[src/tcs_pkg.sv]
// constants, types and code tables for the teleprinter call sequencer
package tcs_pkg;
   // ==============================================================
   // clock and timing
   localparam longint TCS_CLK_PERIOD_NS  = 8;
   localparam longint TCS_CLK_HZ         = 125_000_000;
   localparam longint TCS_ACK_MAX_MS     = 40_000;   // exchange ack limit
   localparam longint TCS_SPACE_HOLD_MS  = 1_000;    // open line clear
   localparam longint TCS_MARK_HOLD_MS   = 5_000;    // closed line clear
   localparam longint TCS_ACK_MAX_CYCLES =
      TCS_ACK_MAX_MS * (TCS_CLK_HZ / 1000);          // longest: round down
   localparam longint TCS_SPACE_CYCLES   =
      TCS_SPACE_HOLD_MS * (TCS_CLK_HZ / 1000);
   localparam longint TCS_MARK_CYCLES    =
      TCS_MARK_HOLD_MS * (TCS_CLK_HZ / 1000);
   // bit times in ns: 50, 45.45 and 110 bits per second
   localparam longint TCS_BIT_EXCH_NS    = 20_000_000;
   localparam longint TCS_BIT_60WPM_NS   = 22_000_000;
   localparam longint TCS_BIT_100WPM_NS  = 9_090_910;
   localparam longint TCS_BIT_EXCH_CYC   =
      TCS_BIT_EXCH_NS / TCS_CLK_PERIOD_NS;
   localparam longint TCS_BIT_60WPM_CYC  =
      TCS_BIT_60WPM_NS / TCS_CLK_PERIOD_NS;
   localparam longint TCS_BIT_100WPM_CYC =
      TCS_BIT_100WPM_NS / TCS_CLK_PERIOD_NS;
   // ==============================================================
   // characters and counts
   localparam logic [6:0] TCS_FIGURES_SHIFT = 7'h1B;
   localparam logic [6:0] TCS_LETTERS_SHIFT = 7'h1F;
   localparam logic [6:0] TCS_ANSWER_BACK   = 7'h1E;
   localparam logic [6:0] TCS_NULL_CHAR     = 7'h00;
   localparam logic [2:0] TCS_OPEN_LINE_NULLS = 3'h5;
   localparam logic [3:0] TCS_SLOW_BUF_LIMIT  = 4'hC;
   localparam logic [3:0] TCS_FIVE_LEVEL_BITS = 4'h5;
   localparam logic [3:0] TCS_ASCII_BITS      = 4'h7;
   localparam logic [4:0] TCS_DIGIT_CODE [0:9] = '{
      5'h16, 5'h17, 5'h13, 5'h01, 5'h0A,
      5'h10, 5'h15, 5'h07, 5'h06, 5'h18};
   // ascii characters a slow station cannot print
   localparam logic [6:0] TCS_UNPRINTABLE [0:8] = '{
      7'h25, 7'h40, 7'h26, 7'h5E, 7'h5F, 7'h23, 7'h3D, 7'h2B, 7'h22};
   // ==============================================================
   // station arrangements
   typedef enum logic [1:0] {
      TCS_MODE_EXCH   = 2'b00,
      TCS_MODE_60WPM  = 2'b01,
      TCS_MODE_100WPM = 2'b10
   } tcs_mode_t;
   // sequencer states
   typedef enum logic [3:0] {
      TCS_IDLE     = 4'b0000,
      TCS_FIGURES_SHIFT_CHAR     = 4'b0001,
      TCS_DIG_WAIT = 4'b0010,
      TCS_DIG_SEND = 4'b0011,
      TCS_ACK_WAIT = 4'b0100,
      TCS_EOS_SEND = 4'b0101,
      TCS_ANS_WAIT = 4'b0110,
      TCS_CONN     = 4'b0111,
      TCS_CLEAR    = 4'b1000,
      TCS_INCOMING = 4'b1001
   } tcs_state_t;
endpackage

[src/tcs_serial_port.sv]
// start-stop character transmitter and receiver for the exchange line
`timescale 1ns/1ns
`default_nettype none
module tcs_serial_port
(
   input  wire logic        core_clk,
   input  wire logic        nrst,
   input  wire logic [31:0] bit_cycles,
   input  wire logic [3:0]  char_bits,
   input  wire logic        tx_valid,
   output logic             tx_ready,
   input  wire logic [6:0]  tx_char,
   input  wire logic        force_en,
   input  wire logic        force_level,
   output logic             line_out,
   input  wire logic        line_in,
   output logic             rx_valid,
   output logic [6:0]       rx_char
);
   // ==============================================================
   // transmitter: start bit, data lsb first, one stop bit
   logic [31:0] tx_cnt;
   logic [3:0]  tx_bits;
   logic [8:0]  tx_shift;
   logic        tx_busy;
   wire         tx_bit_end = (tx_cnt == bit_cycles - 32'h1);
   wire         tx_take    = tx_valid && tx_ready;
   assign tx_ready = !tx_busy && !force_en;

   always_ff @(posedge core_clk or negedge nrst)
   begin
      if (!nrst)
      begin
         tx_busy  <= 1'b0;
         tx_cnt   <= 32'h0;
         tx_bits  <= 4'h0;
         tx_shift <= 9'h1FF;
         line_out <= 1'b1;
      end
      else if (tx_take)
      begin
         tx_busy  <= 1'b1;
         tx_cnt   <= 32'h0;
         tx_bits  <= char_bits + 4'h1;  // data plus stop
         tx_shift <= {1'b1, tx_char, 1'b0};
         line_out <= 1'b0;              // start bit
      end
      else if (tx_busy && tx_bit_end)
      begin
         tx_cnt   <= 32'h0;
         tx_shift <= {1'b1, tx_shift[8:1]};
         line_out <= (tx_bits <= 4'h1) ? 1'b1 : tx_shift[1];  // no glitch
         tx_bits  <= tx_bits - 4'h1;
         if (tx_bits == 4'h0)
            tx_busy <= 1'b0;
      end
      else
      begin
         tx_cnt <= tx_busy ? tx_cnt + 32'h1 : 32'h0;
         if (!tx_busy)
            line_out <= force_en ? force_level : 1'b1;
      end
   end

   // ==============================================================
   // receiver: mid-bit sampling; a broken stop bit still yields the
   // character so that an open line reads as a run of nulls
   logic [31:0] rx_cnt;
   logic [3:0]  rx_bits;
   logic [6:0]  rx_shift;
   logic        rx_busy;
   wire         rx_half = (rx_cnt == {1'b0, bit_cycles[31:1]});
   wire         rx_full = (rx_cnt == bit_cycles - 32'h1);

   always_ff @(posedge core_clk or negedge nrst)
   begin
      if (!nrst)
      begin
         rx_busy  <= 1'b0;
         rx_cnt   <= 32'h0;
         rx_bits  <= 4'h0;
         rx_shift <= 7'h00;
         rx_valid <= 1'b0;
         rx_char  <= 7'h00;
      end
      else
      begin
         rx_valid <= 1'b0;
         if (!rx_busy)
         begin
            rx_cnt <= 32'h0;
            if (!line_in)
               rx_busy <= 1'b1;
            rx_bits  <= 4'h0;
            rx_shift <= 7'h00;
         end
         else if (rx_bits == 4'h0)
         begin
            rx_cnt <= rx_half ? 32'h0 : rx_cnt + 32'h1;
            if (rx_half)
               rx_bits <= 4'h1;          // centre of start bit
         end
         else if (rx_full)
         begin
            rx_cnt  <= 32'h0;
            rx_bits <= rx_bits + 4'h1;
            if (rx_bits <= char_bits)
               rx_shift <= {line_in, rx_shift[6:1]};
            else
            begin
               rx_busy  <= 1'b0;       // stop bit slot
               rx_valid <= 1'b1;
               rx_char  <= rx_shift >> (4'h7 - char_bits);
            end
         end
         else
            rx_cnt <= rx_cnt + 32'h1;
      end
   end
endmodule
`default_nettype wire

[src/tcs_call_sequencer.sv]
// call-control sequencer: dialing, answer, clearing and station rules
`timescale 1ns/1ns
`default_nettype none
// Functional notes
// RQ1 - each dial digit goes out as its fixed five-level code
// RQ2 - a figures-shift character precedes the first dial digit
// RQ3 - exchange digits and characters are serialised at 50 bits/s
// RQ4 - one digit at a time, each waits for its acknowledgement
// RQ5 - exchange acknowledges with letters-shift between 300 ms and 40 s
// RQ6 - after the last acknowledged digit, send the configured end code
// RQ7 - answer-back 1E or 1F means the outgoing call reached its target
// RQ8 - five received nulls (open line) mean refused digit or busy
// RQ9 - clearing holds line open 1 s or closed 5 to 40 s
// RQ10 - open line while connected means the far end cleared
// RQ11 - armed receiver takes 1E or 1F as incoming call established; code takes any non-null character
// RQ12 - no indication at off-hook; arriving data is first sign
// RQ13 - incoming call stays up until the caller hangs up
// RQ14 - 60 wpm station: five-level code at 45.45 bits/s
// RQ15 - 100 wpm station: seven-bit ascii at 110 bits/s
// RQ16 - to slow stations, buffers above 12 characters are flagged
// RQ17 - unprintable characters to slow stations are dropped
// RQ18 - missing acknowledgement within 40 s abandons dialing
module tcs_call_sequencer
#(
   parameter logic [32:0] ACK_CYCLES   = 33'(tcs_pkg::TCS_ACK_MAX_CYCLES),
   parameter logic [32:0] SPACE_CYCLES = 33'(tcs_pkg::TCS_SPACE_CYCLES),
   parameter logic [32:0] MARK_CYCLES  = 33'(tcs_pkg::TCS_MARK_CYCLES),
   parameter logic [31:0] BIT_EXCH     = 32'(tcs_pkg::TCS_BIT_EXCH_CYC),
   parameter logic [31:0] BIT_60WPM    = 32'(tcs_pkg::TCS_BIT_60WPM_CYC),
   parameter logic [31:0] BIT_100WPM   = 32'(tcs_pkg::TCS_BIT_100WPM_CYC)
)
(
   input  wire logic        core_clk,
   input  wire logic        nrst,
   input  wire logic [1:0]  station_mode,
   input  wire logic        slow_dest,
   input  wire logic [4:0]  eos_code,
   input  wire logic        dial_start,
   input  wire logic        digit_valid,
   output logic             digit_ready,
   input  wire logic [3:0]  digit_value,
   input  wire logic        digit_last,
   input  wire logic        answer_arm,
   input  wire logic        clear_request,
   input  wire logic        clear_closed_line_level,
   input  wire logic        msg_valid,
   output logic             msg_ready,
   input  wire logic [6:0]  msg_char,
   input  wire logic        msg_last,
   output logic             rx_out_valid,
   output logic [6:0]       rx_out_char,
   output logic             call_up,
   output logic             call_incoming,
   output logic             dial_failed,
   output logic             call_failed,
   output logic             call_cleared,
   output logic             char_dropped,
   output logic             buf_over_limit,
   output logic             line_out,
   input  wire logic        line_in
);
   // ==============================================================
   // declarations
   tcs_pkg::tcs_state_t state;
   tcs_pkg::tcs_state_t next_state;
   logic [32:0] timer;
   logic [2:0]  null_run;
   logic [3:0]  buf_count;
   logic [4:0]  digit_code;
   logic        digit_is_last;
   logic        tx_ready;
   logic        rx_valid;
   logic [6:0]  rx_char;

   // ==============================================================
   // station arrangement: rate and character width
   wire mode_60  = (station_mode == tcs_pkg::TCS_MODE_60WPM);
   wire mode_100 = (station_mode == tcs_pkg::TCS_MODE_100WPM);
   wire [31:0] bit_cycles = mode_100 ? BIT_100WPM :          // [RQ15]
                            mode_60  ? BIT_60WPM  :          // [RQ14]
                                       BIT_EXCH;             // [RQ3]
   wire [3:0] char_bits = mode_100 ? tcs_pkg::TCS_ASCII_BITS
                                   : tcs_pkg::TCS_FIVE_LEVEL_BITS;

   // ==============================================================
   // received character classification
   wire rx_ack    = rx_valid && rx_char == tcs_pkg::TCS_LETTERS_SHIFT;
   wire rx_answer = rx_valid && (rx_char == tcs_pkg::TCS_ANSWER_BACK ||
                                 rx_char == tcs_pkg::TCS_LETTERS_SHIFT);
   wire rx_null   = rx_valid && rx_char == tcs_pkg::TCS_NULL_CHAR;
   // fifth null in a row: roughly 650 ms of open line at 50 bits/s
   wire open_line = rx_null &&
                    (null_run == tcs_pkg::TCS_OPEN_LINE_NULLS - 3'h1);
   wire ack_late  = (timer >= ACK_CYCLES - 33'h1);
   wire hold_done = clear_closed_line_level ? (timer >= MARK_CYCLES - 33'h1)
                                  : (timer >= SPACE_CYCLES - 33'h1);

   // ==============================================================
   // message path: slow-station filter and buffer length watch
   logic [8:0] bad_hit;
   genvar gi;
   generate
      for (gi = 0; gi < 9; gi++)
      begin : g_bad
         assign bad_hit[gi] = (msg_char == tcs_pkg::TCS_UNPRINTABLE[gi]);
      end
   endgenerate
   wire slow_ascii = slow_dest && mode_100;
   wire msg_drop   = slow_ascii && (|bad_hit);                // [RQ17]
   wire in_conn    = (state == tcs_pkg::TCS_CONN);
   assign msg_ready = in_conn && (tx_ready || msg_drop);
   wire msg_take   = msg_valid && msg_ready;

   // ==============================================================
   // transmit selection
   wire tx_from_seq = (state == tcs_pkg::TCS_FIGURES_SHIFT_CHAR) ||
                      (state == tcs_pkg::TCS_DIG_SEND) ||
                      (state == tcs_pkg::TCS_EOS_SEND);
   wire tx_valid = tx_from_seq || (in_conn && msg_valid && !msg_drop);
   wire [6:0] tx_char =
      (state == tcs_pkg::TCS_FIGURES_SHIFT_CHAR)     ? tcs_pkg::TCS_FIGURES_SHIFT : // [RQ2]
      (state == tcs_pkg::TCS_DIG_SEND) ? {2'b00, digit_code} :        // [RQ1]
      (state == tcs_pkg::TCS_EOS_SEND) ? {2'b00, eos_code} :          // [RQ6]
                                         msg_char;
   wire tx_take = tx_valid && tx_ready;
   wire force_en = (state == tcs_pkg::TCS_CLEAR);
   assign digit_ready = (state == tcs_pkg::TCS_DIG_WAIT);
   wire digit_take = digit_valid && digit_ready;

   // ==============================================================
   // sequencer next state
   always_comb
   begin
      next_state = state;
      unique case (state)
         tcs_pkg::TCS_IDLE:
            if (dial_start)
               next_state = tcs_pkg::TCS_FIGURES_SHIFT_CHAR;
            else if (answer_arm)
               next_state = tcs_pkg::TCS_INCOMING;
         tcs_pkg::TCS_FIGURES_SHIFT_CHAR:
            if (tx_take)
               next_state = tcs_pkg::TCS_DIG_WAIT;
         tcs_pkg::TCS_DIG_WAIT:
            if (digit_take)
               next_state = tcs_pkg::TCS_DIG_SEND;
         tcs_pkg::TCS_DIG_SEND:
            if (tx_take)
               next_state = tcs_pkg::TCS_ACK_WAIT;
         tcs_pkg::TCS_ACK_WAIT:                               // [RQ4]
            if (open_line)
               next_state = tcs_pkg::TCS_IDLE;                // [RQ8]
            else if (rx_ack)
               next_state = digit_is_last ? tcs_pkg::TCS_EOS_SEND
                                          : tcs_pkg::TCS_DIG_WAIT;
            else if (ack_late)
               next_state = tcs_pkg::TCS_IDLE;                // [RQ18]
         tcs_pkg::TCS_EOS_SEND:
            if (tx_take)
               next_state = tcs_pkg::TCS_ANS_WAIT;
         tcs_pkg::TCS_ANS_WAIT:
            if (rx_answer)
               next_state = tcs_pkg::TCS_CONN;                // [RQ7]
            else if (open_line || ack_late)
               next_state = tcs_pkg::TCS_IDLE;                // [RQ8]
         tcs_pkg::TCS_CONN:
            if (open_line)
               next_state = tcs_pkg::TCS_IDLE;                // [RQ10]
            // idle serialiser first, else the clear level is cut short
            else if (clear_request && !call_incoming &&       // [RQ13]
                     tx_ready && !tx_valid)
               next_state = tcs_pkg::TCS_CLEAR;
         tcs_pkg::TCS_CLEAR:
            if (hold_done)
               next_state = tcs_pkg::TCS_IDLE;                // [RQ9]
         tcs_pkg::TCS_INCOMING:
            // any arriving non-null data is the first sign of a call
            if (rx_valid && !rx_null)
               next_state = tcs_pkg::TCS_CONN;                // [RQ11] [RQ12]
            else if (!answer_arm)
               next_state = tcs_pkg::TCS_IDLE;
         default:
            next_state = tcs_pkg::TCS_IDLE;
      endcase
   end

   // ==============================================================
   // state, timer and digit latch
   always_ff @(posedge core_clk or negedge nrst)
   begin
      if (!nrst)
      begin
         state         <= tcs_pkg::TCS_IDLE;
         timer         <= 33'h0;
         digit_code    <= 5'h00;
         digit_is_last <= 1'b0;
      end
      else
      begin
         state <= next_state;
         timer <= (next_state != state) ? 33'h0 : timer + 33'h1;
         if (digit_take)
         begin
            digit_code    <= tcs_pkg::TCS_DIGIT_CODE[digit_value];  // [RQ1]
            digit_is_last <= digit_last;
         end
      end
   end

   // ==============================================================
   // null run counter, buffer length and receive forwarding
   always_ff @(posedge core_clk or negedge nrst)
   begin
      if (!nrst)
      begin
         null_run       <= 3'h0;
         buf_count      <= 4'h0;
         buf_over_limit <= 1'b0;
         rx_out_valid   <= 1'b0;
         rx_out_char    <= 7'h00;
      end
      else
      begin
         if (rx_valid)
            null_run <= (rx_null && !open_line) ? null_run + 3'h1 : 3'h0;
         // advisory only: stalling here could deadlock a long buffer
         if (msg_take)
         begin
            buf_count <= msg_last ? 4'h0 : buf_count + 4'h1;
            if (!msg_last && slow_ascii &&
                buf_count == tcs_pkg::TCS_SLOW_BUF_LIMIT - 4'h1)
               buf_over_limit <= 1'b1;                        // [RQ16]
            else if (msg_last)
               buf_over_limit <= 1'b0;
         end
         rx_out_valid <= rx_valid && (in_conn ||
                         state == tcs_pkg::TCS_INCOMING);
         if (rx_valid)
            rx_out_char <= rx_char;
      end
   end

   // ==============================================================
   // call status reporting
   always_ff @(posedge core_clk or negedge nrst)
   begin
      if (!nrst)
      begin
         call_up       <= 1'b0;
         call_incoming <= 1'b0;
         dial_failed   <= 1'b0;
         call_failed   <= 1'b0;
         call_cleared  <= 1'b0;
         char_dropped  <= 1'b0;
      end
      else
      begin
         call_up      <= (next_state == tcs_pkg::TCS_CONN);
         if (state == tcs_pkg::TCS_INCOMING &&
             next_state == tcs_pkg::TCS_CONN)
            call_incoming <= 1'b1;
         else if (next_state == tcs_pkg::TCS_IDLE)
            call_incoming <= 1'b0;
         dial_failed  <= (state == tcs_pkg::TCS_ACK_WAIT) && !open_line &&
                         !rx_ack && ack_late;                 // [RQ18]
         call_failed  <= ((state == tcs_pkg::TCS_ACK_WAIT ||
                           state == tcs_pkg::TCS_ANS_WAIT) && open_line) ||
                         (state == tcs_pkg::TCS_ANS_WAIT && !rx_answer &&
                          ack_late);                          // [RQ8]
         call_cleared <= (in_conn && open_line) ||            // [RQ10]
                         (state == tcs_pkg::TCS_CLEAR && hold_done);
         char_dropped <= msg_take && msg_drop;                // [RQ17]
      end
   end

   // ==============================================================
   // line serialiser
   tcs_serial_port u_port
   (
      .core_clk    (core_clk),
      .nrst        (nrst),
      .bit_cycles  (bit_cycles),
      .char_bits   (char_bits),
      .tx_valid    (tx_valid),
      .tx_ready    (tx_ready),
      .tx_char     (tx_char),
      .force_en    (force_en),
      .force_level (clear_closed_line_level),                           // [RQ9]
      .line_out    (line_out),
      .line_in     (line_in),
      .rx_valid    (rx_valid),
      .rx_char     (rx_char)
   );

   // ==============================================================
   // checks
   figures_shift_char_first_a: assert property (@(posedge core_clk) disable iff (!nrst) // [RQ2]
      state == tcs_pkg::TCS_IDLE && dial_start
      |=> state == tcs_pkg::TCS_FIGURES_SHIFT_CHAR && tx_char == 7'h1B)
      else $error("figures shift not first");
   digit_code_a: assert property (@(posedge core_clk) disable iff (!nrst) // [RQ1]
      digit_take && digit_value == 4'h2
      |=> tx_char == 7'h13)
      else $error("digit two wrong code");
   one_digit_a: assert property (@(posedge core_clk) disable iff (!nrst) // [RQ4]
      state == tcs_pkg::TCS_ACK_WAIT && !rx_ack && !ack_late && !open_line
      |=> !digit_ready)
      else $error("digit taken before acknowledgement");
   ack_timeout_a: assert property (@(posedge core_clk) disable iff (!nrst) // [RQ18]
      state == tcs_pkg::TCS_ACK_WAIT && ack_late && !rx_ack && !open_line
      |=> dial_failed && state == tcs_pkg::TCS_IDLE)
      else $error("ack timeout not reported");
   answer_up_a: assert property (@(posedge core_clk) disable iff (!nrst) // [RQ7]
      state == tcs_pkg::TCS_ANS_WAIT && rx_answer
      |=> call_up)
      else $error("answer back did not raise call");
   open_clear_a: assert property (@(posedge core_clk) disable iff (!nrst) // [RQ10]
      in_conn && open_line |=> call_cleared && !call_up)
      else $error("remote clear missed");
   incoming_hold_a: assert property (@(posedge core_clk) disable iff (!nrst) // [RQ13]
      in_conn && call_incoming && !open_line |=> state != tcs_pkg::TCS_CLEAR)
      else $error("incoming call cleared locally");
   no_bad_char_a: assert property (@(posedge core_clk) disable iff (!nrst) // [RQ17]
      in_conn && msg_drop |-> !tx_valid)
      else $error("unprintable character sent");
   clear_line_a: assert property (@(posedge core_clk) disable iff (!nrst) // [RQ9]
      state == tcs_pkg::TCS_CLEAR && $past(state) == tcs_pkg::TCS_CLEAR
      && $past(state, 2) == tcs_pkg::TCS_CLEAR
      |-> line_out == clear_closed_line_level)
      else $error("clearing level not held");
   rate_a: assert property (@(posedge core_clk) disable iff (!nrst) // [RQ3]
      station_mode == tcs_pkg::TCS_MODE_EXCH |-> bit_cycles == BIT_EXCH)
      else $error("exchange rate wrong");
endmodule
`default_nettype wire

[config.mk]
export PLATFORM = sky130hd
export DESIGN_NAME = tcs_call_sequencer
export DESIGN_NICKNAME = d
export VERILOG_FILES = /design/src/tcs_pkg.sv /design/src/tcs_serial_port.sv /design/src/tcs_call_sequencer.sv
export SDC_FILE = /design/constraint.sdc
export NUM_CORES = 1
export LEC_CHECK = 0
export BUFFER_PORTS_ARGS = -buffer_cell sky130_fd_sc_hd__buf_4
export CAP_MARGIN = 10
export CORE_ASPECT_RATIO = 0.75
export CORE_MARGIN = 5
export CORE_UTILIZATION = 40
export CTS_CLUSTER_SIZE = 28
export DETAILED_ROUTE_END_ITERATION = 10
export PLACE_DENSITY = 0.56
export SYNTH_ARGS = -nofsm -noshare
export SYNTH_HDL_FRONTEND = slang
export SYNTH_SLANG_ARGS = --single-unit
[constraint.sdc]
create_clock -name core_clk -period 3.9 [get_ports core_clk]
set_input_delay 0.39 -clock core_clk [delete_from_list [all_inputs] [get_ports core_clk]]
set_output_delay 0.39 -clock core_clk [all_outputs]
set_load 0.01 [all_outputs]
==> results of run 1 <==
==> through the flow <==
step           std cells  hold slack [ns]  worst slack, ns  cell area [µm²]
6_report            1367            0.153            0.653            10400
5_1_grt             1367            0.146            0.418            10400
4_1_cts             1367            0.133            0.663            10400
3_5_place_dp        1335            0.450            0.681             9810
3_3_place_gp        1335            0.456            0.753             9810
2_1_floorplan       1017           0.0944             1.18             9160
==> worst min path at each step <==
stage	to	cells after the start
after floorplan	buf_count[0]	0
after global placement	u_port.tx_cnt[12]	1
after detailed placement	u_port.tx_cnt[12]	1
after CTS	u_port.rx_busy	2
after global routing	u_port.rx_busy	2
final	u_port.rx_busy	2
==> kinds of logic (layout without fill, tap and decap cells) <==
kind of cell | after synthesis | count (layout) | share of synthesized area
AO/OA/AOI/OAI | 143 | 143 | 0.0983
adder cells (fa/ha/maj) | 15 | 15 | 0.0205
AND/OR/NAND/NOR | 502 | 502 | 0.283
buffers and inverters | 76 | 126 | 0.0355
XOR/XNOR | 93 | 93 | 0.0889
multiplexers | 26 | 26 | 0.0298
flip-flops | 162 | 162 | 0.444
==> registers in the layout (all words and copies together), names as in the netlist, 3 cells and up <==
register	flops
timer	33
u_port.rx_cnt	32
u_port.tx_cnt	32
rx_out_char	7
u_port.rx_char	7
u_port.rx_shift	7
u_port.tx_shift	7
digit_code	5
buf_count	4
state	4
u_port.rx_bits	4
u_port.tx_bits	4
null_run	3
==> cells in the mapped netlist, drive strengths merged (6+ instances only) <==
| cell | number | area (µm²) |
|---|---|---|
| a21o | 6 | 45.0 |
| a21oi | 36 | 180 |
| nand2 | 111 | 419 |
| nor2 | 148 | 583 |
| nor4bb | 9 | 90.1 |
| nand3 | 53 | 265 |
| nand2b | 15 | 93.8 |
| ha | 15 | 188 |
| a211oi | 8 | 72.6 |
| a31oi | 10 | 62.6 |
| or4b | 6 | 60.1 |
| dfstp | 8 | 210 |
| clkbuf | 32 | 120 |
| mux2 | 10 | 113 |
| or2 | 6 | 37.5 |
| nor2b | 9 | 56.3 |
| nor3b | 6 | 45.0 |
| nand4 | 23 | 144 |
| nor4b | 8 | 70.1 |
| inv | 32 | 120 |
| nor4 | 13 | 81.3 |
| xnor2 | 40 | 350 |
| buf | 12 | 85.1 |
| dfrtp | 154 | 3850 |
| mux2i | 16 | 160 |
| o21ai | 48 | 240 |
| xor2 | 53 | 464 |
| nand4b | 7 | 76.3 |
| nor3 | 31 | 155 |
| or3 | 11 | 68.8 |
| and3 | 17 | 111 |
| nand3b | 7 | 52.6 |
==> cells in the final DEF (no fill, tap or decap), types with 11 or more instances in the layout <==
| master | instances |
|---|---|
| mux2i_1 | 16 |
| and3_1 | 16 |
| nand2b_1 | 15 |
| o21ai_0 | 48 |
| a21oi_1 | 36 |
| ha_1 | 15 |
| clkbuf_16 | 17 |
| nand2_1 | 110 |
| nor3_1 | 30 |
| nand3_1 | 53 |
| xor2_1 | 53 |
| xnor2_1 | 40 |
| inv_1 | 32 |
| buf_4 | 61 |
| nand4_1 | 23 |
| nor2_1 | 137 |
| nor4_1 | 13 |
| nor2_2 | 11 |
| dfrtp_1 | 154 |
| or3_1 | 11 |
==> power groups by stage <==
stage	Combinational, W	Clock, W	Sequential, W
floorplan	0.000967	0	0.00199
global placement	0.00115	0	0.00207
finish	0.00115	0.00179	0.00205
global route	0.00131	0.00191	0.00207
detailed placement	0.00116	0	0.00207
CTS	0.00116	0.00183	0.00204
==> timing repair <==
item / 4_1_cts / 5_1_grt
hold endpoints to repair: 2 / 0
hold buffers: 1 / 0
resized for setup: 0 / 0
==> metal layers <==
layer	wire length, µm	GRT usage
met1	11400	0.265
met4	146	0.0332
met3	961	0.0351
met2	9020	0.244
met5	0	0
==> cell type report <==
cell class	count	area, µm²
fill	2158	12300
multi-input combinational	779	4780
clock buffer	18	439
sequential	162	4060
inverter	32	120
clock inverter	13	186
timing repair buffer	63	479
tap	300	375
==> out/metrics.cfg, run 1 <==
[clock_network]
cts_max_level=4
cts_buffers=17
clk_pin_slew_worst_paths_ns=0.06
numClockSinks=162
cts-root-buf=clkbuf_16
cts_tree=built
clockBufferDepth=2
clk_latency_ns=0.43
post-cts-setup-buffers=0

[power_and_ir_drop]
power_frac_comb=0.231
seqPwrFrac=0.411
p_int_w=0.00340
swShare=0.319
p_clk_frac=0.359
p_leak_nw=4.57
switchingPower_w=0.00159
totalPowerFinal_w=0.00499
vdd_drop_max_mv=0.321
powerDensity_mw_per_mm2=478

[worst_setup_path]
crit_chain=or4_4 > o41a_1 > a21oi_1 > or4b_1 > and3_4 > a211oi_4 > nand4b_4 > buf_4 > nor2_1
r2r_end=timer[5]
r2r_setup_slack_ns=0.65
crit_family=simple AND/OR/NAND/NOR gates
worstPathArrival_ns=3.60
reg2reg_from=u_port.rx_char[0]
reg2reg_depth=9
cp_max_fo=18
crit_buf_inv=1
crit_path_max_incr_delay_ns=0.56
crit_start=u_port.rx_char[0]
worstPathRequired_ns=4.25
cp-endpoint=timer[5]
crit_cells=9
end_kind=register
worstSetupPathType=register to register
crit_path_top_delay_cell=or4_4
startpoint_type=register

[timing]
slew_viol_final=0
setup_violations=0
clock.fmax_mhz=308
rsz0062_at_grt=no
worstMarginPinSlew_ns=0.768
slew_headroom=0.480
min_period_ns=3.25
tns_ns=0
layout_worst_path_cycle_share=0.833
finClkSkew_ns=0.0127
final_hold_viol_count=0

[final_layout]
final_util=0.459
num_antenna_cells=0
layout-drive-gt1-share=0.134
finalNetCount=1100
areaGrowthSynthToFinish_pct=14.0

[yosys]
synthDistinctLibCells=77
syn_inst=1017
synthesis.nets=1062
yosysSeqAreaShare=0.444
yosysWarningCount=0
ys.flop_type=dfrtp_1
syn_avg_cell_area_um2=9.01
async_flop_share=1.00
mappedNetlistArea_mm2=0.00916
synth_edf_count=0
synth_seq_cells=162

[detailed_routing]
drt-initial-drc-count=418
drtPass1Iterations=5
totalWireLength_mm=21.6
wl_per_cell_um=15.8
drt.antenna.violating_nets=0
dr_total_vias=7280
vias_per_cell=5.33
drc=0

[grt]
grt_pass1_wl_mm=36.2
overflow=0
grt_pass1_vias=6901
grt_max_degree=73
antenna_found_initial=0
grtUsageTotal=0.170

[place]
dp_hpwl_mm=15.6
place.gp.congestion=0.868
port-buffer-count=47

[worst_hold_path]
hp-start=line_in
holdCritPathClass=primary input to register

[floorplanning]
floorplan.initialDensity=0.403
die_w_um=185
die_h_um=141
fp-row-count=48
io_pins=48
core_area_mm2=0.0228
die_area_mm2=0.0261

[run]
maxCapViolCount=0

[outcome]
status=completed

Note: power is estimated with default switching activity, not from simulation.
==> inputs of run 2 (changes only) <==
==> constraint.sdc (replaced) <==
create_clock -name core_clk -period 3 [get_ports core_clk]
set_input_delay 0.3 -clock core_clk [delete_from_list [all_inputs] [get_ports core_clk]]
set_output_delay 0.3 -clock core_clk [all_outputs]
set_load 0.01 [all_outputs]
==> out/metrics.cfg, run 2 (synthesis gave the netlist of run 1 again) <==
[detailed_routing]
drt-initial-drc-count=517  ; was 418
totalWireLength_mm=21.8  ; was 21.6 mm
drt.antenna.violating_nets=0  ; unchanged
vias_per_cell=5.30  ; was 5.33
drtPass1Iterations=5  ; unchanged
drc=0  ; unchanged
dr_total_vias=7320  ; was 7280
wl_per_cell_um=15.8  ; about the same

[timing]
tns_ns=0  ; unchanged
finClkSkew_ns=0.0104  ; was 0.0127 ns
clock.fmax_mhz=344  ; was 308 MHz
min_period_ns=2.90  ; was 3.25 ns
fin_ws_ns=0.0961  ; was 0.653 ns
setup_violations=0  ; unchanged
worstMarginPinSlew_ns=0.634  ; was 0.768 ns
final_hold_viol_count=0  ; unchanged
slew_viol_final=0  ; unchanged
slew_headroom=0.574  ; was 0.480
layout_worst_path_cycle_share=0.968  ; was 0.833

[floorplanning]
floorplan.initialDensity=0.403  ; unchanged
die_area_mm2=0.0261  ; unchanged
core_area_mm2=0.0228  ; unchanged
die_h_um=141  ; unchanged
die_w_um=185  ; unchanged
fp-row-count=48  ; unchanged
io_pins=48  ; unchanged

[worst_setup_path]
crit_chain=or4_4 > o41a_1 > a21oi_2 > or4b_1 > and3_4 > a211oi_4 > nand4b_4 > buf_12 > a21oi_1  ; was or4_4 > o41a_1 > a21oi_1 > or4b_1 > and3_4 > a211oi_4 > nand4b_4 > buf_4 > nor2_1
worstPathArrival_ns=3.26  ; was 3.60 ns
r2r_end=timer[22]  ; was timer[5]
reg2reg_from=u_port.rx_char[3]  ; was u_port.rx_char[0]
r2r_setup_slack_ns=0.1  ; was 0.65 ns
crit_path_top_delay_cell=or4_4  ; unchanged
reg2reg_depth=9  ; unchanged
cp_max_fo=33  ; was 18
end_kind=register  ; unchanged
startpoint_type=register  ; unchanged
worstPathRequired_ns=3.36  ; was 4.25 ns
crit_path_max_incr_delay_ns=0.55  ; was 0.56 ns
worstSetupPathType=register to register  ; unchanged

[power_and_ir_drop]
vdd_drop_max_mv=0.401  ; was 0.321 mV
powerDensity_mw_per_mm2=635  ; was 478 mW/mm²
p_leak_nw=4.66  ; was 4.57 nW
totalPowerFinal_w=0.00676  ; was 0.00499 W

[run]
maxCapViolCount=0  ; unchanged

[grt]
grt_pass1_wl_mm=37.2  ; was 36.2 mm
grt_max_degree=69  ; was 73
grtUsageTotal=0.175  ; was 0.170
grt_pass1_vias=7051  ; was 6901
antenna_found_initial=0  ; unchanged
overflow=0  ; unchanged

[place]
dp_hpwl_mm=15.6  ; about the same
dp_slack_ns=0.0999  ; was 0.681 ns
dp_cells=1348  ; was 1335
place.gp.congestion=0.838  ; was 0.868
port-buffer-count=47  ; unchanged

[final_layout]
areaGrowthSynthToFinish_pct=16.2  ; was 14.0%
layout-drive-gt1-share=0.149  ; was 0.134
finalNetCount=1114  ; was 1100
num_antenna_cells=0  ; unchanged
stdcell_count=1382  ; was 1367
reg.largest.list=timer: 33 flops, u_port.rx_cnt: 32 flops, u_port.tx_cnt: 32 flops  ; unchanged
largest_reg_flops=33  ; unchanged
final_common_cell=dfrtp_1  ; unchanged
final_cell_mix=dfrtp_1, nor2_1, nand2_1  ; unchanged
max_flop_register=timer  ; unchanged

[worst_hold_path]
hp-start=line_in  ; unchanged
hold_depth=2  ; unchanged
holdCritPathClass=primary input to register  ; unchanged
holdPathEnd=u_port.rx_busy  ; unchanged

[clock_network]
clk_latency_ns=0.43  ; about the same
cts_max_level=4  ; unchanged
clockBufferDepth=2  ; unchanged
clk_pin_slew_worst_paths_ns=0.06  ; about the same
cts-root-buf=clkbuf_16  ; unchanged
numClockSinks=162  ; unchanged
cts_buffers=17  ; unchanged
cts_tree=built  ; unchanged

[outcome]
status=completed  ; unchanged

## run 2: changes by cell type in the layout (fill, tap and decap cells not counted), moves of 2 or more
cell	previous run	this run
buf_12	0	3
bufinv_16	4	6
clkinvlp_4	1	3
buf_4	61	72
clkinv_4	5	2
## run 2: worst max path at each step
stage / start / endpoint
after detailed placement: u_port.rx_char[3] / timer[22]
after global placement: timer[0] / call_incoming
after global routing: u_port.rx_char[3] / timer[22]
final: u_port.rx_char[3] / timer[22]
after floorplan: u_port.rx_char[0] / call_incoming
after CTS: u_port.rx_char[3] / timer[22]
## run 2: metal layers
| metal | share of wire | global-route usage |
|---|---|---|
| met1 | 0.54 | 0.280 |
| met3 | 0.039 | 0.0366 |
| met5 | 0 | 0 |
| met4 | 0.0075 | 0.0355 |
| met2 | 0.41 | 0.243 |
## run 2: area by class of cell
| class | count | area (µm²) |
|---|---|---|
| tap | 300 | 375 |
| inverter | 32 | 120 |
| timing repair buffer | 77 | 622 |
| clock inverter | 14 | 235 |
| multi-input combinational | 779 | 4790 |
| sequential | 162 | 4060 |
| fill | 2192 | 12100 |
| clock buffer | 18 | 439 |
## run 2: where the power goes
part | internal, W | switching (W) | leakage [nW] | total (W)
Combinational | 0.000652 | 0.000977 | 2.21 | 0.00163
Sequential | 0.00243 | 0.000199 | 2.13 | 0.00263
Clock | 0.00158 | 0.000923 | 0.322 | 0.00250
## run 2: metrics by stage
step | area, µm² | hold WS (ns) | utilization
2_1_floorplan | 9160 | 0.00441 | -
3_3_place_gp | 9940 | 0.316 | 0.437
3_5_place_dp | 9940 | 0.319 | 0.437
4_1_cts | 10600 | 0.0358 | 0.467
5_1_grt | 10600 | 0.0494 | 0.468
6_report | 10600 | 0.0489 | 0.468
## run 2: repair_timing
| action | 4_1_cts | 5_1_grt |
|---|---|---|
| hold buffers | 1 | 0 |
| setup endpoints to repair | 0 | 31 |
| endpoints found under the hold margin | 55 | 0 |
| resized for setup | 0 | 4 |
| setup buffers | 0 | 1 |
## run 2: critical path, delay by kind of cell (launching register included)
family	cells	cell delay, ns
and+or+nand+nor	4	1.33
AOI/OAI and AO/OA	4	0.89
DFF	1	0.40
buffers and inverters	1	0.20
==> inputs of run 3 (changes only) <==
--- a/config.mk
+++ b/config.mk
@@ -7,12 +7,14 @@
 export LEC_CHECK = 0
 export BUFFER_PORTS_ARGS = -buffer_cell sky130_fd_sc_hd__buf_4
 export CAP_MARGIN = 10
+export CELL_PAD_IN_SITES_DETAIL_PLACEMENT = 0
+export CELL_PAD_IN_SITES_GLOBAL_PLACEMENT = 1
 export CORE_ASPECT_RATIO = 0.75
 export CORE_MARGIN = 5
 export CORE_UTILIZATION = 40
 export CTS_CLUSTER_SIZE = 28
 export DETAILED_ROUTE_END_ITERATION = 10
-export PLACE_DENSITY = 0.56
+export PLACE_DENSITY = 0.69
 export SYNTH_ARGS = -nofsm -noshare
 export SYNTH_HDL_FRONTEND = slang
 export SYNTH_SLANG_ARGS = --single-unit
==> out/metrics.cfg, run 3 (synthesis gave the netlist of run 1 again) <==
[outcome]
status=completed  ; unchanged

[power_and_ir_drop]
totalPowerFinal_w=0.00654  ; was 0.00676 W
vdd_drop_max_mv=0.447  ; was 0.401 mV
p_leak_nw=4.65  ; was 4.66 nW
powerDensity_mw_per_mm2=617  ; was 635 mW/mm²

[final_layout]
final-seq-area_mm2=0.00406  ; unchanged
areaGrowthSynthToFinish_pct=15.6  ; was 16.2%
final_cell_mix=dfrtp_1, nor2_1, nand2_1  ; unchanged
finalNetCount=1116  ; was 1114
num_antenna_cells=0  ; unchanged
reg.largest.list=timer: 33 flops, u_port.rx_cnt: 32 flops, u_port.tx_cnt: 32 flops  ; unchanged
largest_reg_flops=33  ; unchanged
fin_area_mm2=0.0106  ; about the same
fillers=2224  ; was 2192
multiInputGateArea_mm2=0.00479  ; about the same
final_common_cell=dfrtp_1  ; unchanged
layout-drive-gt1-share=0.145  ; was 0.149
max_flop_register=timer  ; unchanged

[grt]
grt_pass1_wl_mm=37.4  ; was 37.2 mm
met3_usage=0.0482  ; was 0.0366
grtUsageTotal=0.179  ; was 0.175
antenna_found_initial=0  ; unchanged
grt_busiest_layer=met1  ; unchanged
overflow=0  ; unchanged
met1_usage=0.283  ; was 0.280
grt_pass1_vias=7059  ; was 7051
grt_max_degree=69  ; unchanged
grt_use_met2=0.245  ; was 0.243

[place]
place_area_mm2=0.00996  ; was 0.00994 mm²
port-buffer-count=47  ; unchanged
dp_slack_ns=0.117  ; was 0.0999 ns
place.gp.congestion=0.837  ; was 0.838
dp_hpwl_mm=16.0  ; was 15.6 mm

[worst_setup_path]
r2r_end=call_incoming  ; was timer[22]
startpoint_type=register  ; unchanged
worstSetupPathType=register to register  ; unchanged
cp_max_fo=4  ; was 33
worstPathRequired_ns=3.32  ; was 3.36 ns
crit_start=u_port.rx_char[3]  ; unchanged
worstPathArrival_ns=3.18  ; was 3.26 ns
reg2reg_depth=8  ; was 9
reg2reg_from=u_port.rx_char[3]  ; unchanged
r2r_setup_slack_ns=0.13  ; was 0.1 ns
cp-endpoint=call_incoming  ; was timer[22]
end_kind=register  ; unchanged

[timing]
slew_headroom=0.550  ; was 0.574
slew_viol_final=0  ; unchanged
layout_worst_path_cycle_share=0.955  ; was 0.968
worstMarginPinSlew_ns=0.675  ; was 0.634 ns
tns_ns=0  ; unchanged
clock.fmax_mhz=349  ; was 344 MHz
min_period_ns=2.87  ; was 2.90 ns
final_hold_viol_count=0  ; unchanged
finClkSkew_ns=0.00973  ; was 0.0104 ns
hold_slack_ns=0.0495  ; was 0.0489 ns
setup_violations=0  ; unchanged
fin_ws_ns=0.134  ; was 0.0961 ns
rsz0062_at_grt=no

[floorplanning]
floorplan.initialDensity=0.403  ; unchanged
fp-row-count=48  ; unchanged
io_pins=48  ; unchanged
die_area_mm2=0.0261  ; unchanged
core_area_mm2=0.0228  ; unchanged
die_h_um=141  ; unchanged
die_w_um=185  ; unchanged

[clock_network]
cts_max_level=4  ; unchanged
cts_tree=built  ; unchanged
cts-root-buf=clkbuf_16  ; unchanged
clk_latency_ns=0.43  ; about the same
numClockSinks=162  ; unchanged
clk_pin_slew_worst_paths_ns=0.06  ; about the same
clockBufferDepth=2  ; unchanged
cts_buffers=17  ; unchanged
post-cts-setup-buffers=0  ; unchanged

[detailed_routing]
drt.antenna.violating_nets=0  ; unchanged
wl_per_cell_um=16.0  ; was 15.8 µm
drt-initial-drc-count=487  ; was 517
drtPass1Iterations=5  ; unchanged
totalWireLength_mm=22.1  ; was 21.8 mm
vias_per_cell=5.27  ; was 5.30
dr_total_vias=7283  ; was 7320
drc=0  ; unchanged

[worst_hold_path]
holdCritPathClass=primary input to register  ; unchanged

[run]
maxCapViolCount=0  ; unchanged

run 3: cell count changes in the layout (fill, tap and decap cells not counted), moves of 2 or more:
cell,previous run,this run
bufinv_16,6,3
clkinv_2,3,1
clkinv_4,2,0
clkbuf_1,0,5
clkinvlp_4,3,0
buf_4,72,74
clkbuf_8,1,5
run 3: repair_timing:
action                     CTS  global route
hold buffers                 1             0
setup endpoints to repair    0            17
gates resized for setup      0             3
hold endpoints to repair    65             0
run 3: worst max-delay path: stages, from the launching register on:
cell	delay, ns
dfrtp_1	0.41
or4_4	0.55
or4_2	0.60
nand2_2	0.11
or4_1	0.10
o311a_1	0.22
nand2_1	0.08
or4b_1	0.52
o22a_1	0.17
run 3: layout make-up:
cell class                 instances  area share
clock buffer                      27      0.0484
clock inverter                     4     0.00897
inverter                          32      0.0113
tap                              300      0.0354
sequential                       162       0.384
timing repair buffer              79      0.0601
multi-input combinational        779       0.452
run 3: layer usage:
layer	vias to the layer above	part of all wire
met5	-	0
met4	0	0.0062
met3	12	0.039
met2	97	0.41
met1	3502	0.54
li1	3672	-
run 3: worst min path at each step:
stage	start	to	slack, ns	cells after the start
2_1_floorplan	nrst	buf_count[0]	0.004	0
3_3_place_gp	nrst	u_port.rx_shift[6]	0.36	1
3_5_place_dp	nrst	u_port.rx_busy	0.36	1
4_1_cts	line_in	u_port.rx_busy	0.03	2
5_1_grt	line_in	u_port.rx_busy	0.03	2
6_report	line_in	u_port.rx_busy	0.05	2
run 3: per-stage QoR:
| step | std cells | util |
|---|---|---|
| after global placement | 1351 | 0.438 |
| after detailed placement | 1351 | 0.438 |
| after CTS | 1383 | 0.465 |
| after global routing | 1383 | 0.465 |
| after floorplan | 1017 | - |
| final | 1383 | 0.465 |
run 3: power breakdown:
part           switching, W  total [W]  internal (W)
clock network      0.000855    0.00227       0.00142
logic              0.000982    0.00165      0.000669
registers          0.000189    0.00262       0.00243
